<file path="src/hw/dcs_map.svh">
// Functional notes
// - Control word is 32 bits; low half fixed meaning, high half application defined.
// - Control bit 0 one requests run, zero requests stop.
// - Control bit 1 selects direction: zero forward, one reverse.
// - Only a rising edge of control bit 2 resets faults, alarms and infos.
// - Bit 3 forces coasting stop, bit 4 ramping stop; else configured mode.
// - Bit 5 selects a shorter deceleration ramp; clear means normal ramp.
// - While bit 6 is set, bus speed setpoint changes are ignored.
// - Bit 7 forces the bus setpoint to zero; else received reference used.
// - Bit 8 overrides control place to fieldbus; clear keeps configured place.
// - Bit 9 takes setpoint source from fieldbus; clear keeps configured source.
// - Bit 10 requests jog with reference one, bit 11 with reference two.
// - Bit 12 executes quick stop; clear means normal operation.
// - In variant mode bits 3 to 7 become five bus digital inputs.
// - Status word is 32 bits; reserved bits 8 to 15 read zero.
// - Status bit 0 shows drive ready to run.
// - Status bit 1 shows motor running.
// - Status bit 2 shows rotation: zero clockwise, one counterclockwise.
// - Status bit 3 shows any active fault, bit 4 any active alarm.
// - Status bit 5 set only while running at reference speed.
// - Status bit 6 set while motor is at zero speed.
// - Status bit 7 set once the motor is magnetised.
`ifndef DCS_MAP_SVH
`define DCS_MAP_SVH

// ----------------------------------------
// Register offsets (byte addresses)
// ----------------------------------------
`define DCS_OFS_CTRL   4'h0
`define DCS_OFS_STATUS 4'h4
`define DCS_OFS_SPEED  4'h8
`define DCS_OFS_CFG    4'hC

// ----------------------------------------
// Control word field positions
// ----------------------------------------
`define DCS_CB_RUN    0
`define DCS_CB_DIR    1
`define DCS_CB_FRST   2
`define DCS_CB_COAST  3
`define DCS_CB_RAMP   4
`define DCS_CB_QRAMP  5
`define DCS_CB_FREEZE 6
`define DCS_CB_ZERO   7
`define DCS_CB_PLACE  8
`define DCS_CB_REFSRC 9
`define DCS_CB_JOG1   10
`define DCS_CB_JOG2   11
`define DCS_CB_QSTOP  12

// ----------------------------------------
// Configuration field positions
// ----------------------------------------
`define DCS_CFG_VARIANT 0
`define DCS_CFG_COAST   1
`define DCS_CFG_PLACE   2
`define DCS_CFG_REFSRC  3

// ----------------------------------------
// Reset values
// ----------------------------------------
`define DCS_RST_CTRL  32'h0000_0000
`define DCS_RST_SPEED 16'h0000
`define DCS_RST_CFG   4'h0

`endif

</file>
<file path="src/hw/dcs_pkg.sv">
package dcs_pkg;

	// ----------------------------------------
	// Stop mode, one-hot
	// ----------------------------------------
	typedef enum logic [1:0] {
		DCS_STOP_RAMP  = 2'b01,
		DCS_STOP_COAST = 2'b10
	} dcs_stop_t;

	// Decoded drive commands
	typedef struct packed {
		logic      run;
		logic      reverse;
		dcs_stop_t stop_mode;
		logic      quick_ramp;
		logic      freeze;
		logic      to_zero;
		logic      bus_control;
		logic      bus_reference;
		logic      jog_one;
		logic      jog_two;
		logic      quick_stop;
		logic [4:0] din;
	} dcs_cmd_t;

	// Drive state feeding the status word
	typedef struct packed {
		logic ready;
		logic running;
		logic ccw;
		logic fault;
		logic alarm;
		logic at_ref;
		logic zero_speed;
		logic magnetised;
	} dcs_drive_t;

	// Register address match
	function automatic logic dcs_hit(input logic [3:0] a, input logic [3:0] o);
		return a == o;
	endfunction : dcs_hit

endpackage : dcs_pkg

</file>
<file path="src/hw/dcs_top.sv">
`timescale 1ns/1ps
`include "dcs_map.svh"
module dcs_top import dcs_pkg::*; (
	input  wire logic        clock,
	input  wire logic        nrst,
	input  wire logic [3:0]  reg_addr,
	input  wire logic [31:0] reg_wdata,
	input  wire logic        reg_write,
	input  wire logic        reg_read,
	output logic [31:0]      reg_rdata,
	input  dcs_drive_t       drive_state,
	input  wire logic [15:0] app_status_half,
	output dcs_cmd_t         command,
	output logic             fault_reset_pulse,
	output logic [15:0]      app_control_half,
	output logic [15:0]      bus_speed_setpoint
);

	// ----------------------------------------
	// Registers
	// ----------------------------------------
	logic [31:0] ctrl;
	logic [15:0] speed_ref;
	logic [3:0]  cfg;
	logic [15:0] held_ref;
	logic [31:0] status_word;

	// ----------------------------------------
	// Bus decode
	// ----------------------------------------
	wire logic hit_ctrl   = dcs_hit(reg_addr, `DCS_OFS_CTRL);
	wire logic hit_status = dcs_hit(reg_addr, `DCS_OFS_STATUS);
	wire logic hit_speed  = dcs_hit(reg_addr, `DCS_OFS_SPEED);
	wire logic hit_cfg    = dcs_hit(reg_addr, `DCS_OFS_CFG);

	wire logic wr_ctrl  = reg_write & hit_ctrl;
	wire logic wr_speed = reg_write & hit_speed;
	wire logic wr_cfg   = reg_write & hit_cfg;

	// ----------------------------------------
	// Next values
	// ----------------------------------------
	logic [31:0] next_ctrl;
	logic [15:0] next_speed_ref;
	logic [3:0]  next_cfg;
	logic [15:0] next_held_ref;
	logic [15:0] next_setpoint;
	logic        next_fault_reset;
	logic [31:0] next_rdata;
	logic [31:0] next_status;
	dcs_cmd_t    next_command;

	// Whole word stored; reserved bits never decoded
	assign next_ctrl      = wr_ctrl ? reg_wdata : ctrl;
	assign next_speed_ref = wr_speed ? reg_wdata[15:0] : speed_ref;
	assign next_cfg       = wr_cfg ? reg_wdata[3:0] : cfg;

	// Only a fresh 0 to 1 write of the reset bit counts
	assign next_fault_reset = wr_ctrl
		& reg_wdata[`DCS_CB_FRST]
		& ~ctrl[`DCS_CB_FRST];

	// Freeze holds the last accepted reference
	assign next_held_ref = next_command.freeze ? held_ref : speed_ref;

	// Zero request overrides the received reference
	assign next_setpoint = next_command.to_zero ? 16'h0000 : held_ref;

	// Read mux; control word is write only, reads zero
	assign next_rdata = !reg_read   ? 32'h0000_0000 :
		hit_status ? status_word :
		hit_speed  ? {16'h0000, speed_ref} :
		hit_cfg    ? {28'h000_0000, cfg} :
		32'h0000_0000;

	// ----------------------------------------
	// Decode and status assembly
	// ----------------------------------------
	dcs_ctrl_decode u_decode (
		.ctrl (ctrl),
		.cfg  (cfg),
		.cmd  (next_command)
	);

	dcs_status_build u_status (
		.drive    (drive_state),
		.app_half (app_status_half),
		.word     (next_status)
	);

	// ----------------------------------------
	// Register file
	// ----------------------------------------
	// Software visible state
	always_ff @(posedge clock or negedge nrst) begin
		if (!nrst) begin
			ctrl      <= `DCS_RST_CTRL;
			speed_ref <= `DCS_RST_SPEED;
			cfg       <= `DCS_RST_CFG;
		end else begin
			ctrl      <= next_ctrl;
			speed_ref <= next_speed_ref;
			cfg       <= next_cfg;
		end
	end

	// Read data stands only in the cycle after the strobe
	always_ff @(posedge clock or negedge nrst) begin
		if (!nrst) begin
			reg_rdata <= 32'h0000_0000;
		end else begin
			reg_rdata <= next_rdata;
		end
	end

	// ----------------------------------------
	// Drive outputs
	// ----------------------------------------
	// Registered so the drive sees glitch-free commands
	always_ff @(posedge clock or negedge nrst) begin
		if (!nrst) begin
			command            <= '{stop_mode: DCS_STOP_RAMP, default: '0};
			fault_reset_pulse  <= 1'b0;
			app_control_half   <= 16'h0000;
			held_ref           <= `DCS_RST_SPEED;
			bus_speed_setpoint <= `DCS_RST_SPEED;
		end else begin
			command            <= next_command;
			fault_reset_pulse  <= next_fault_reset;
			app_control_half   <= ctrl[31:16];
			held_ref           <= next_held_ref;
			bus_speed_setpoint <= next_setpoint;
		end
	end

	// Status sampled each cycle; inputs share this clock
	always_ff @(posedge clock or negedge nrst) begin
		if (!nrst) begin
			status_word <= 32'h0000_0000;
		end else begin
			status_word <= next_status;
		end
	end

	// ----------------------------------------
	// Checks
	// ----------------------------------------
	property p_fault_reset_edge;
		@(posedge clock) disable iff (!nrst)
		(wr_ctrl && reg_wdata[`DCS_CB_FRST] && !ctrl[`DCS_CB_FRST])
		|=> fault_reset_pulse;
	endproperty
	a_fault_reset_edge: assert property (p_fault_reset_edge)
		else $error("fault reset edge not pulsed");

	property p_fault_reset_level;
		@(posedge clock) disable iff (!nrst)
		(wr_ctrl && ctrl[`DCS_CB_FRST]) |=> !fault_reset_pulse;
	endproperty
	a_fault_reset_level: assert property (p_fault_reset_level)
		else $error("fault reset fired on steady level");

	property p_fault_reset_single;
		@(posedge clock) disable iff (!nrst)
		fault_reset_pulse |=> !fault_reset_pulse;
	endproperty
	a_fault_reset_single: assert property (p_fault_reset_single)
		else $error("fault reset pulse longer than one cycle");

	property p_run_follows;
		@(posedge clock) disable iff (!nrst)
		wr_ctrl |-> ##2 (command.run == $past(reg_wdata[`DCS_CB_RUN], 2));
	endproperty
	a_run_follows: assert property (p_run_follows)
		else $error("run request does not follow control word");

	property p_dir_follows;
		@(posedge clock) disable iff (!nrst)
		wr_ctrl |-> ##2 (command.reverse == $past(reg_wdata[`DCS_CB_DIR], 2));
	endproperty
	a_dir_follows: assert property (p_dir_follows)
		else $error("direction does not follow control word");

	property p_coast_override;
		@(posedge clock) disable iff (!nrst)
		(ctrl[`DCS_CB_COAST] && !cfg[`DCS_CFG_VARIANT])
		|=> (command.stop_mode == DCS_STOP_COAST);
	endproperty
	a_coast_override: assert property (p_coast_override)
		else $error("coast override not applied");

	property p_ramp_override;
		@(posedge clock) disable iff (!nrst)
		(ctrl[`DCS_CB_RAMP] && !ctrl[`DCS_CB_COAST] && !cfg[`DCS_CFG_VARIANT])
		|=> (command.stop_mode == DCS_STOP_RAMP);
	endproperty
	a_ramp_override: assert property (p_ramp_override)
		else $error("ramp override not applied");

	property p_freeze_holds;
		@(posedge clock) disable iff (!nrst)
		next_command.freeze |=> $stable(held_ref);
	endproperty
	a_freeze_holds: assert property (p_freeze_holds)
		else $error("reference changed while frozen");

	property p_zero_setpoint;
		@(posedge clock) disable iff (!nrst)
		(ctrl[`DCS_CB_ZERO] && !cfg[`DCS_CFG_VARIANT])
		|=> (bus_speed_setpoint == 16'h0000);
	endproperty
	a_zero_setpoint: assert property (p_zero_setpoint)
		else $error("setpoint not forced to zero");

	property p_pass_through;
		@(posedge clock) disable iff (!nrst)
		(!next_command.freeze && !next_command.to_zero)[*2]
		|=> (bus_speed_setpoint == $past(speed_ref, 2));
	endproperty
	a_pass_through: assert property (p_pass_through)
		else $error("reference not passed through");

	property p_variant_din;
		@(posedge clock) disable iff (!nrst)
		cfg[`DCS_CFG_VARIANT]
		|=> (command.din == $past(ctrl[`DCS_CB_ZERO:`DCS_CB_COAST]))
		&& !command.quick_ramp && !command.to_zero;
	endproperty
	a_variant_din: assert property (p_variant_din)
		else $error("variant digital inputs wrong");

	property p_upper_half;
		@(posedge clock) disable iff (!nrst)
		wr_ctrl |-> ##2 (app_control_half == $past(reg_wdata[31:16], 2));
	endproperty
	a_upper_half: assert property (p_upper_half)
		else $error("upper control half not forwarded");

	property p_status_read;
		@(posedge clock) disable iff (!nrst)
		(reg_read && hit_status)
		|=> (reg_rdata == $past(status_word)) && (reg_rdata[15:8] == 8'h00);
	endproperty
	a_status_read: assert property (p_status_read)
		else $error("status read data wrong");

	property p_status_bits;
		@(posedge clock) disable iff (!nrst)
		1'b1 |=> (status_word[0] == $past(drive_state.ready))
		&& (status_word[1] == $past(drive_state.running))
		&& (status_word[3] == $past(drive_state.fault))
		&& (status_word[31:16] == $past(app_status_half));
	endproperty
	a_status_bits: assert property (p_status_bits)
		else $error("status bits do not track drive state");

	property p_at_ref;
		@(posedge clock) disable iff (!nrst)
		!drive_state.running |=> !status_word[5];
	endproperty
	a_at_ref: assert property (p_at_ref)
		else $error("at reference set while stopped");

	property p_rdata_idle;
		@(posedge clock) disable iff (!nrst)
		(!reg_read || hit_ctrl) |=> (reg_rdata == 32'h0000_0000);
	endproperty
	a_rdata_idle: assert property (p_rdata_idle)
		else $error("read data not zero outside read answer");

	// Command fields follow the stored word one cycle later
	property p_quick_ramp;
		@(posedge clock) disable iff (!nrst)
		1'b1 |=> (command.quick_ramp == ($past(ctrl[`DCS_CB_QRAMP]) && !$past(cfg[`DCS_CFG_VARIANT])));
	endproperty
	a_quick_ramp: assert property (p_quick_ramp)
		else $error("quick ramp does not follow control word");

	property p_bus_place;
		@(posedge clock) disable iff (!nrst)
		1'b1 |=> (command.bus_control == ($past(ctrl[`DCS_CB_PLACE]) || $past(cfg[`DCS_CFG_PLACE])));
	endproperty
	a_bus_place: assert property (p_bus_place)
		else $error("control place override wrong");

	property p_bus_source;
		@(posedge clock) disable iff (!nrst)
		1'b1 |=> (command.bus_reference == ($past(ctrl[`DCS_CB_REFSRC]) || $past(cfg[`DCS_CFG_REFSRC])));
	endproperty
	a_bus_source: assert property (p_bus_source)
		else $error("setpoint source override wrong");

	property p_jog;
		@(posedge clock) disable iff (!nrst)
		1'b1 |=> (command.jog_one == $past(ctrl[`DCS_CB_JOG1]))
		&& (command.jog_two == $past(ctrl[`DCS_CB_JOG2]));
	endproperty
	a_jog: assert property (p_jog)
		else $error("jog requests do not follow control word");

	property p_quick_stop;
		@(posedge clock) disable iff (!nrst)
		1'b1 |=> (command.quick_stop == $past(ctrl[`DCS_CB_QSTOP]));
	endproperty
	a_quick_stop: assert property (p_quick_stop)
		else $error("quick stop does not follow control word");

	// Digital inputs stay quiet outside the variant mode
	property p_din_clear;
		@(posedge clock) disable iff (!nrst)
		!cfg[`DCS_CFG_VARIANT] |=> (command.din == 5'h00);
	endproperty
	a_din_clear: assert property (p_din_clear)
		else $error("digital inputs active outside variant mode");

	// Remaining status flags track the drive one cycle later
	property p_direction_status;
		@(posedge clock) disable iff (!nrst)
		1'b1 |=> (status_word[2] == $past(drive_state.ccw));
	endproperty
	a_direction_status: assert property (p_direction_status)
		else $error("rotation status bit wrong");

	property p_alarm_status;
		@(posedge clock) disable iff (!nrst)
		1'b1 |=> (status_word[4] == $past(drive_state.alarm));
	endproperty
	a_alarm_status: assert property (p_alarm_status)
		else $error("alarm status bit wrong");

	property p_at_ref_set;
		@(posedge clock) disable iff (!nrst)
		(drive_state.running && drive_state.at_ref) |=> status_word[5];
	endproperty
	a_at_ref_set: assert property (p_at_ref_set)
		else $error("at reference not set while running at reference");

	property p_zero_speed_status;
		@(posedge clock) disable iff (!nrst)
		1'b1 |=> (status_word[6] == $past(drive_state.zero_speed));
	endproperty
	a_zero_speed_status: assert property (p_zero_speed_status)
		else $error("zero speed status bit wrong");

	property p_magnetised_status;
		@(posedge clock) disable iff (!nrst)
		1'b1 |=> (status_word[7] == $past(drive_state.magnetised));
	endproperty
	a_magnetised_status: assert property (p_magnetised_status)
		else $error("magnetised status bit wrong");

endmodule : dcs_top

</file>
<file path="src/hw/dcs_ctrl_decode.sv">
`timescale 1ns/1ps
`include "dcs_map.svh"
module dcs_ctrl_decode import dcs_pkg::*; (
	input  wire logic [31:0] ctrl,
	input  wire logic [3:0]  cfg,
	output dcs_cmd_t         cmd
);
	wire logic variant  = cfg[`DCS_CFG_VARIANT];
	wire logic ov_coast = ~variant & ctrl[`DCS_CB_COAST];
	wire logic ov_ramp  = ~variant & ctrl[`DCS_CB_RAMP];
	wire dcs_stop_t cfg_stop = cfg[`DCS_CFG_COAST] ? DCS_STOP_COAST : DCS_STOP_RAMP;

	// ----------------------------------------
	// Fixed half decode; bits 13..15 ignored
	// ----------------------------------------
	assign cmd.run        = ctrl[`DCS_CB_RUN];
	assign cmd.reverse    = ctrl[`DCS_CB_DIR];
	// Coasting wins if both overrides are set
	assign cmd.stop_mode  = ov_coast ? DCS_STOP_COAST : (ov_ramp ? DCS_STOP_RAMP : cfg_stop);
	assign cmd.quick_ramp = ~variant & ctrl[`DCS_CB_QRAMP];
	assign cmd.freeze     = ~variant & ctrl[`DCS_CB_FREEZE];
	assign cmd.to_zero    = ~variant & ctrl[`DCS_CB_ZERO];
	assign cmd.bus_control   = ctrl[`DCS_CB_PLACE] | cfg[`DCS_CFG_PLACE];
	assign cmd.bus_reference = ctrl[`DCS_CB_REFSRC] | cfg[`DCS_CFG_REFSRC];
	assign cmd.jog_one    = ctrl[`DCS_CB_JOG1];
	assign cmd.jog_two    = ctrl[`DCS_CB_JOG2];
	assign cmd.quick_stop = ctrl[`DCS_CB_QSTOP];
	// Variant drive reuses bits 3..7 as inputs
	assign cmd.din = variant ? ctrl[`DCS_CB_ZERO:`DCS_CB_COAST] : 5'h00;

endmodule : dcs_ctrl_decode

</file>
<file path="src/hw/dcs_status_build.sv">
`timescale 1ns/1ps
module dcs_status_build import dcs_pkg::*; (
	input  dcs_drive_t        drive,
	input  wire logic [15:0]  app_half,
	output logic [31:0]       word
);
	// Fixed half, high bit first; 8..15 reserved
	assign word = {app_half,
		8'h00,
		drive.magnetised,
		drive.zero_speed,
		drive.running & drive.at_ref,
		drive.alarm,
		drive.fault,
		drive.ccw,
		drive.running,
		drive.ready};

endmodule : dcs_status_build

</file>
<file path="config.mk">
export PLATFORM = sky130hd
export DESIGN_NAME = dcs_top
export DESIGN_NICKNAME = d
export VERILOG_FILES = /design/src/hw/dcs_pkg.sv /design/src/hw/dcs_top.sv /design/src/hw/dcs_ctrl_decode.sv /design/src/hw/dcs_status_build.sv
export VERILOG_INCLUDE_DIRS = /design/src /design/src/hw
export SDC_FILE = /design/constraint.sdc
export NUM_CORES = 1
export LEC_CHECK = 0
export BUFFER_PORTS_ARGS = -buffer_cell sky130_fd_sc_hd__clkbuf_2
export CAP_MARGIN = 25
export CORE_UTILIZATION = 57
export CTS_BUF_LIST = sky130_fd_sc_hd__clkbuf_16
export CTS_CLUSTER_DIAMETER = 80
export DETAILED_ROUTE_END_ITERATION = 12
export PLACE_DENSITY_LB_ADDON = 0.15
export SYNTH_ARGS = -nofsm -noshare
export SYNTH_HDL_FRONTEND = slang
export SYNTH_HIERARCHICAL = 1
export SYNTH_SLANG_ARGS = --single-unit
</file>
<file path="constraint.sdc">
create_clock -name clock -period 2.8 [get_ports clock]
set_clock_uncertainty 0.1 [all_clocks]
set_input_delay 0.42 -clock clock [delete_from_list [all_inputs] [get_ports clock]]
set_output_delay 0.42 -clock clock [all_outputs]
set_load 0.02 [all_outputs]
</file>
Yosys cells after proc, flatten, opt, wreduce, memory -nomap -nowiden
Cells that the tools add are included.
Widths: inputs -> output; s select.
{"block": "op_classes", "n_reduce_logical": 1, "n_mux": 9, "eq_ne": 3, "bitwise": 15}
{"op": "$mux 32", "count": 2}
{"op": "$mux 16", "count": 2}
{"op": "$and 1x1->1", "count": 11}
{"op": "$eq 4x4->1 const B", "count": 2}
{"op": "$mux 2", "count": 3}
{"op": "$mux 5", "count": 1}
{"op": "$eq 4x3->1 const B", "count": 1}
{"op": "$logic_not 4->1", "count": 1}
{"op": "$mux 4", "count": 1}
{"op": "$not 1->1", "count": 2}
{"op": "$or 1x1->1", "count": 2}
{"block": "totals", "input_bits": 64, "out_inout_bits": 82, "ff_bits": 174, "elab_cells": 49}

Depth between registers and ports, before layout
{"block": "depth", "ltp_word": 5, "depth_mapped": 5, "depth_no_buf": 3}

Cells and area by module
The synthesis kept the hierarchy.
{"mod": "dcs_top", "area_each_um2": 5934.4, "seq_area_each_um2": 4555.6, "n_inst": 1, "cells_per_inst": 331}
{"mod": "dcs_status_build", "area_each_um2": 242.7, "seq_area_each_um2": 0.0, "n_inst": 1, "cells_per_inst": 33}
{"mod": "dcs_ctrl_decode", "area_each_um2": 142.6, "seq_area_each_um2": 0.0, "n_inst": 1, "cells_per_inst": 20}

Least setup slack after synthesis
No wires, ideal clock.
{"block": "synth_timing", "path_kind": "input-to-reg", "startpoint": "in reg_addr[1]", "endpoint": "reg speed_ref[10]", "n_path_buf": 2, "arrival_time_ns": 1.757, "stages": 5, "setup_time_ns": 0.125, "setup_slack_ns": 0.818, "required_ns": 2.575, "cell_sequence": "or3b_1 or3b_1 buf_6 buf_12 mux2_4"}
{"block": "synth_between", "elab_chain_len": 2}
{"item": "start: declaration", "line_no": "dcs_top.sv:6", "rtl": "input wire logic [3:0] reg_addr,"}
{"item": "$eq 4x4->1", "line_no": "dcs_pkg.sv:41", "rtl": "return a == o;"}
{"item": "$and 1x1->1", "line_no": "dcs_top.sv:37", "rtl": "wire logic wr_speed = reg_write & hit_speed;"}
{"item": "end signal: assignment", "line_no": "dcs_top.sv:98", "rtl": "speed_ref <= `DCS_RST_SPEED;"}
{"item": "end signal: assignment", "line_no": "dcs_top.sv:102", "rtl": "speed_ref <= next_speed_ref;"}
{"item": "end: declaration", "line_no": "dcs_top.sv:23", "rtl": "logic [15:0] speed_ref;"}
Every way passes these cells.
A chain may end at the register's enable or synchronous reset.

==> flow_summary.ini <==
[timing]
hold_slack_ns = 0.0202
period_share = 0.605
fmax_mhz = 590
relSlewSlack = 0.512
worst_slew_pin_slew_ns = 0.732
fin_crit_ns = 1.69
rsz0062_at_grt = no
hold_violations = 0
final.setup.tns_ns = 0
finalMaxSlewViolations = 0
finalSetupViolations = 0

[clock_tree]
cts_root_buf = clkbuf_16
cts_tree = done
cts_sinks = 179
clkSlewWorstSetupHoldPaths_ns = 0.06
clk_path_buf_depth = 2
ctsHtreeMaxLevel = 4
cts_buffers = 17
cts.repair.resized = 0
insertion_delay_ns = 0.41

[outcome]
outcome = finished, final reports clean

[floorplanning]
fp-row-count = 37
die_area_um2 = 11300
coreArea_um2 = 10500
initial_core_util = 0.594
die_h_um = 106
ios = 146
die_w_um = 106

[run]
drv_cap = 0

[grt]
grt_overflow = 0
grtUsageTotal = 0.208
grt_pass1_wl_mm = 17.4
grt_pass1_vias = 3544
grt_max_degree = 92
antenna_found_initial = 0

[critical_path]
cp_cell_sequence = and2b_2 > mux2_2
worstRegToRegCells = 2
critPathMaxFanout = 17
cp-start-kind = flop
end_kind = flop
max_stage_delay_ns = 0.58
cp.arrival_ns = 1.89
required_ns = 3.00
cpMaxStageDelayCell = and2b_2
critPathKind = flop to flop

[finish]
n_antenna_cell = 0
drive_gt1_frac = 0.481
area_delta_synth_final_pct = 22.3
final_cells = 676
nNetsFinal = 591

[logic_synthesis]
syn_inst = 378
avgSynthCellArea_um2 = 16.4
netlist_area_um2 = 6210
yosysWarnings = 6

[routing]
antenna_left = 0
routed_wl_mm = 10.6
firstDrtPassIters = 5
vias = 3305
drt_iter0_markers = 121
wl_per_cell_um = 15.6
drc_errors = 0
avgViaCountPerCell = 4.89

[pwr]
p_leak_nw = 3.88
power_density_nw_per_um2 = 858
max-vdd-ir-drop_mv = 0.507

[placement]
gp_congestion = 0.718
hpwlAfterDp_mm = 6.85
dp.cells = 624
portBuffers = 145

[min_path]
whs_path_depth = 1
hold_class = input port to flop
-- layout by cell type (no fill, tap or decap), drive strengths merged --
master and count:
a21o 4, a22o 12, and2 22, and2b 3, buf 9, bufinv 1
clkbuf 162, clkinv 4, clkinvlp 5, conb 8, dfrtp 178, dfstp 1
dlygate4sd3 20, inv 6, mux2 65, nand2 1, nand2b 1, nor2 5
nor2b 17, nor3b 3, o21a 1, o21ai 1, o221ai 4, or2 2
or3 1, or3b 3, or4b 1
-- power by group --
group / switching (mW) / internal [mW]
logic: 0.578 / 0.496
clock network: 0.939 / 1.21
registers: 0.219 / 3.07
-- state kept, by name, summed over array words and instances, names as in the netlist --
name,cells
ctrl,29
status_word,32
command,17
held_ref,16
app_control_half,16
speed_ref,16
cfg,4
bus_speed_setpoint,16
reg_rdata,32
fault_reset_pulse,1
-- final cells by class --
cell class	instances	area, µm²
Fill cell	692	2870
Clock inverter	15	120
Sequential cell	179	4480
Clock buffer	17	425
Tap cell	136	170
Multi-Input combinational cell	154	1380
Timing Repair Buffer	174	1010
Inverter	1	3.75
-- routing by layer --
layer / share of wire / up-vias / GRT usage
li1: - / 1519 / -
met1: 0.43 / 1661 / 0.269
met2: 0.50 / 119 / 0.325
met3: 0.067 / 6 / 0.0791
met4: 0.0067 / 0 / 0.0685
met5: 0 / - / 0
-- timing repair --
| item | in CTS | in global routing |
|---|---|---|
| hold buffers | 18 | 2 |
| hold endpoints to repair | 78 | 2 |
| buffers inserted | 0 | 0 |
-- final timing paths --
check / startpoint / to / slack, ns
min in group asynchronous: nrst / app_control_half[11]$_DFF_PN0_ / 0.52
worst max register to register: cfg[0]$_DFFE_PN0P_ / held_ref[8]$_DFFE_PN0N_ / 1.11
max in group asynchronous: nrst / status_word[17]$_DFF_PN0_ / 1.29
worst min-delay path: app_status_half[15] / status_word[31]$_DFF_PN0_ / 0.02
worst max-delay path: cfg[0]$_DFFE_PN0P_ / held_ref[8]$_DFFE_PN0N_ / 1.11
worst min register to register: ctrl[31]$_DFFE_PN0P_ / app_control_half[15]$_DFF_PN0_ / 0.27
-- stage by stage --
stage,power (mW),setup slack (ns),cell area (µm²),utilization
after floorplan,4.01,0.818,6240,-
after global placement,4.35,0.726,6850,0.655
after detailed placement,4.40,0.714,6850,0.655
after CTS,6.59,1.10,7580,0.724
after global routing,6.83,1.03,7600,0.726
final,6.51,1.11,7600,0.726
-- critical path, delay by kind of cell, from the launching register on --
kind	cells	cell delay [ns]
DFF	1	0.51
muxes	1	0.39
and+or+nand+nor	1	0.58
Note: power is estimated with default switching activity, not from simulation.
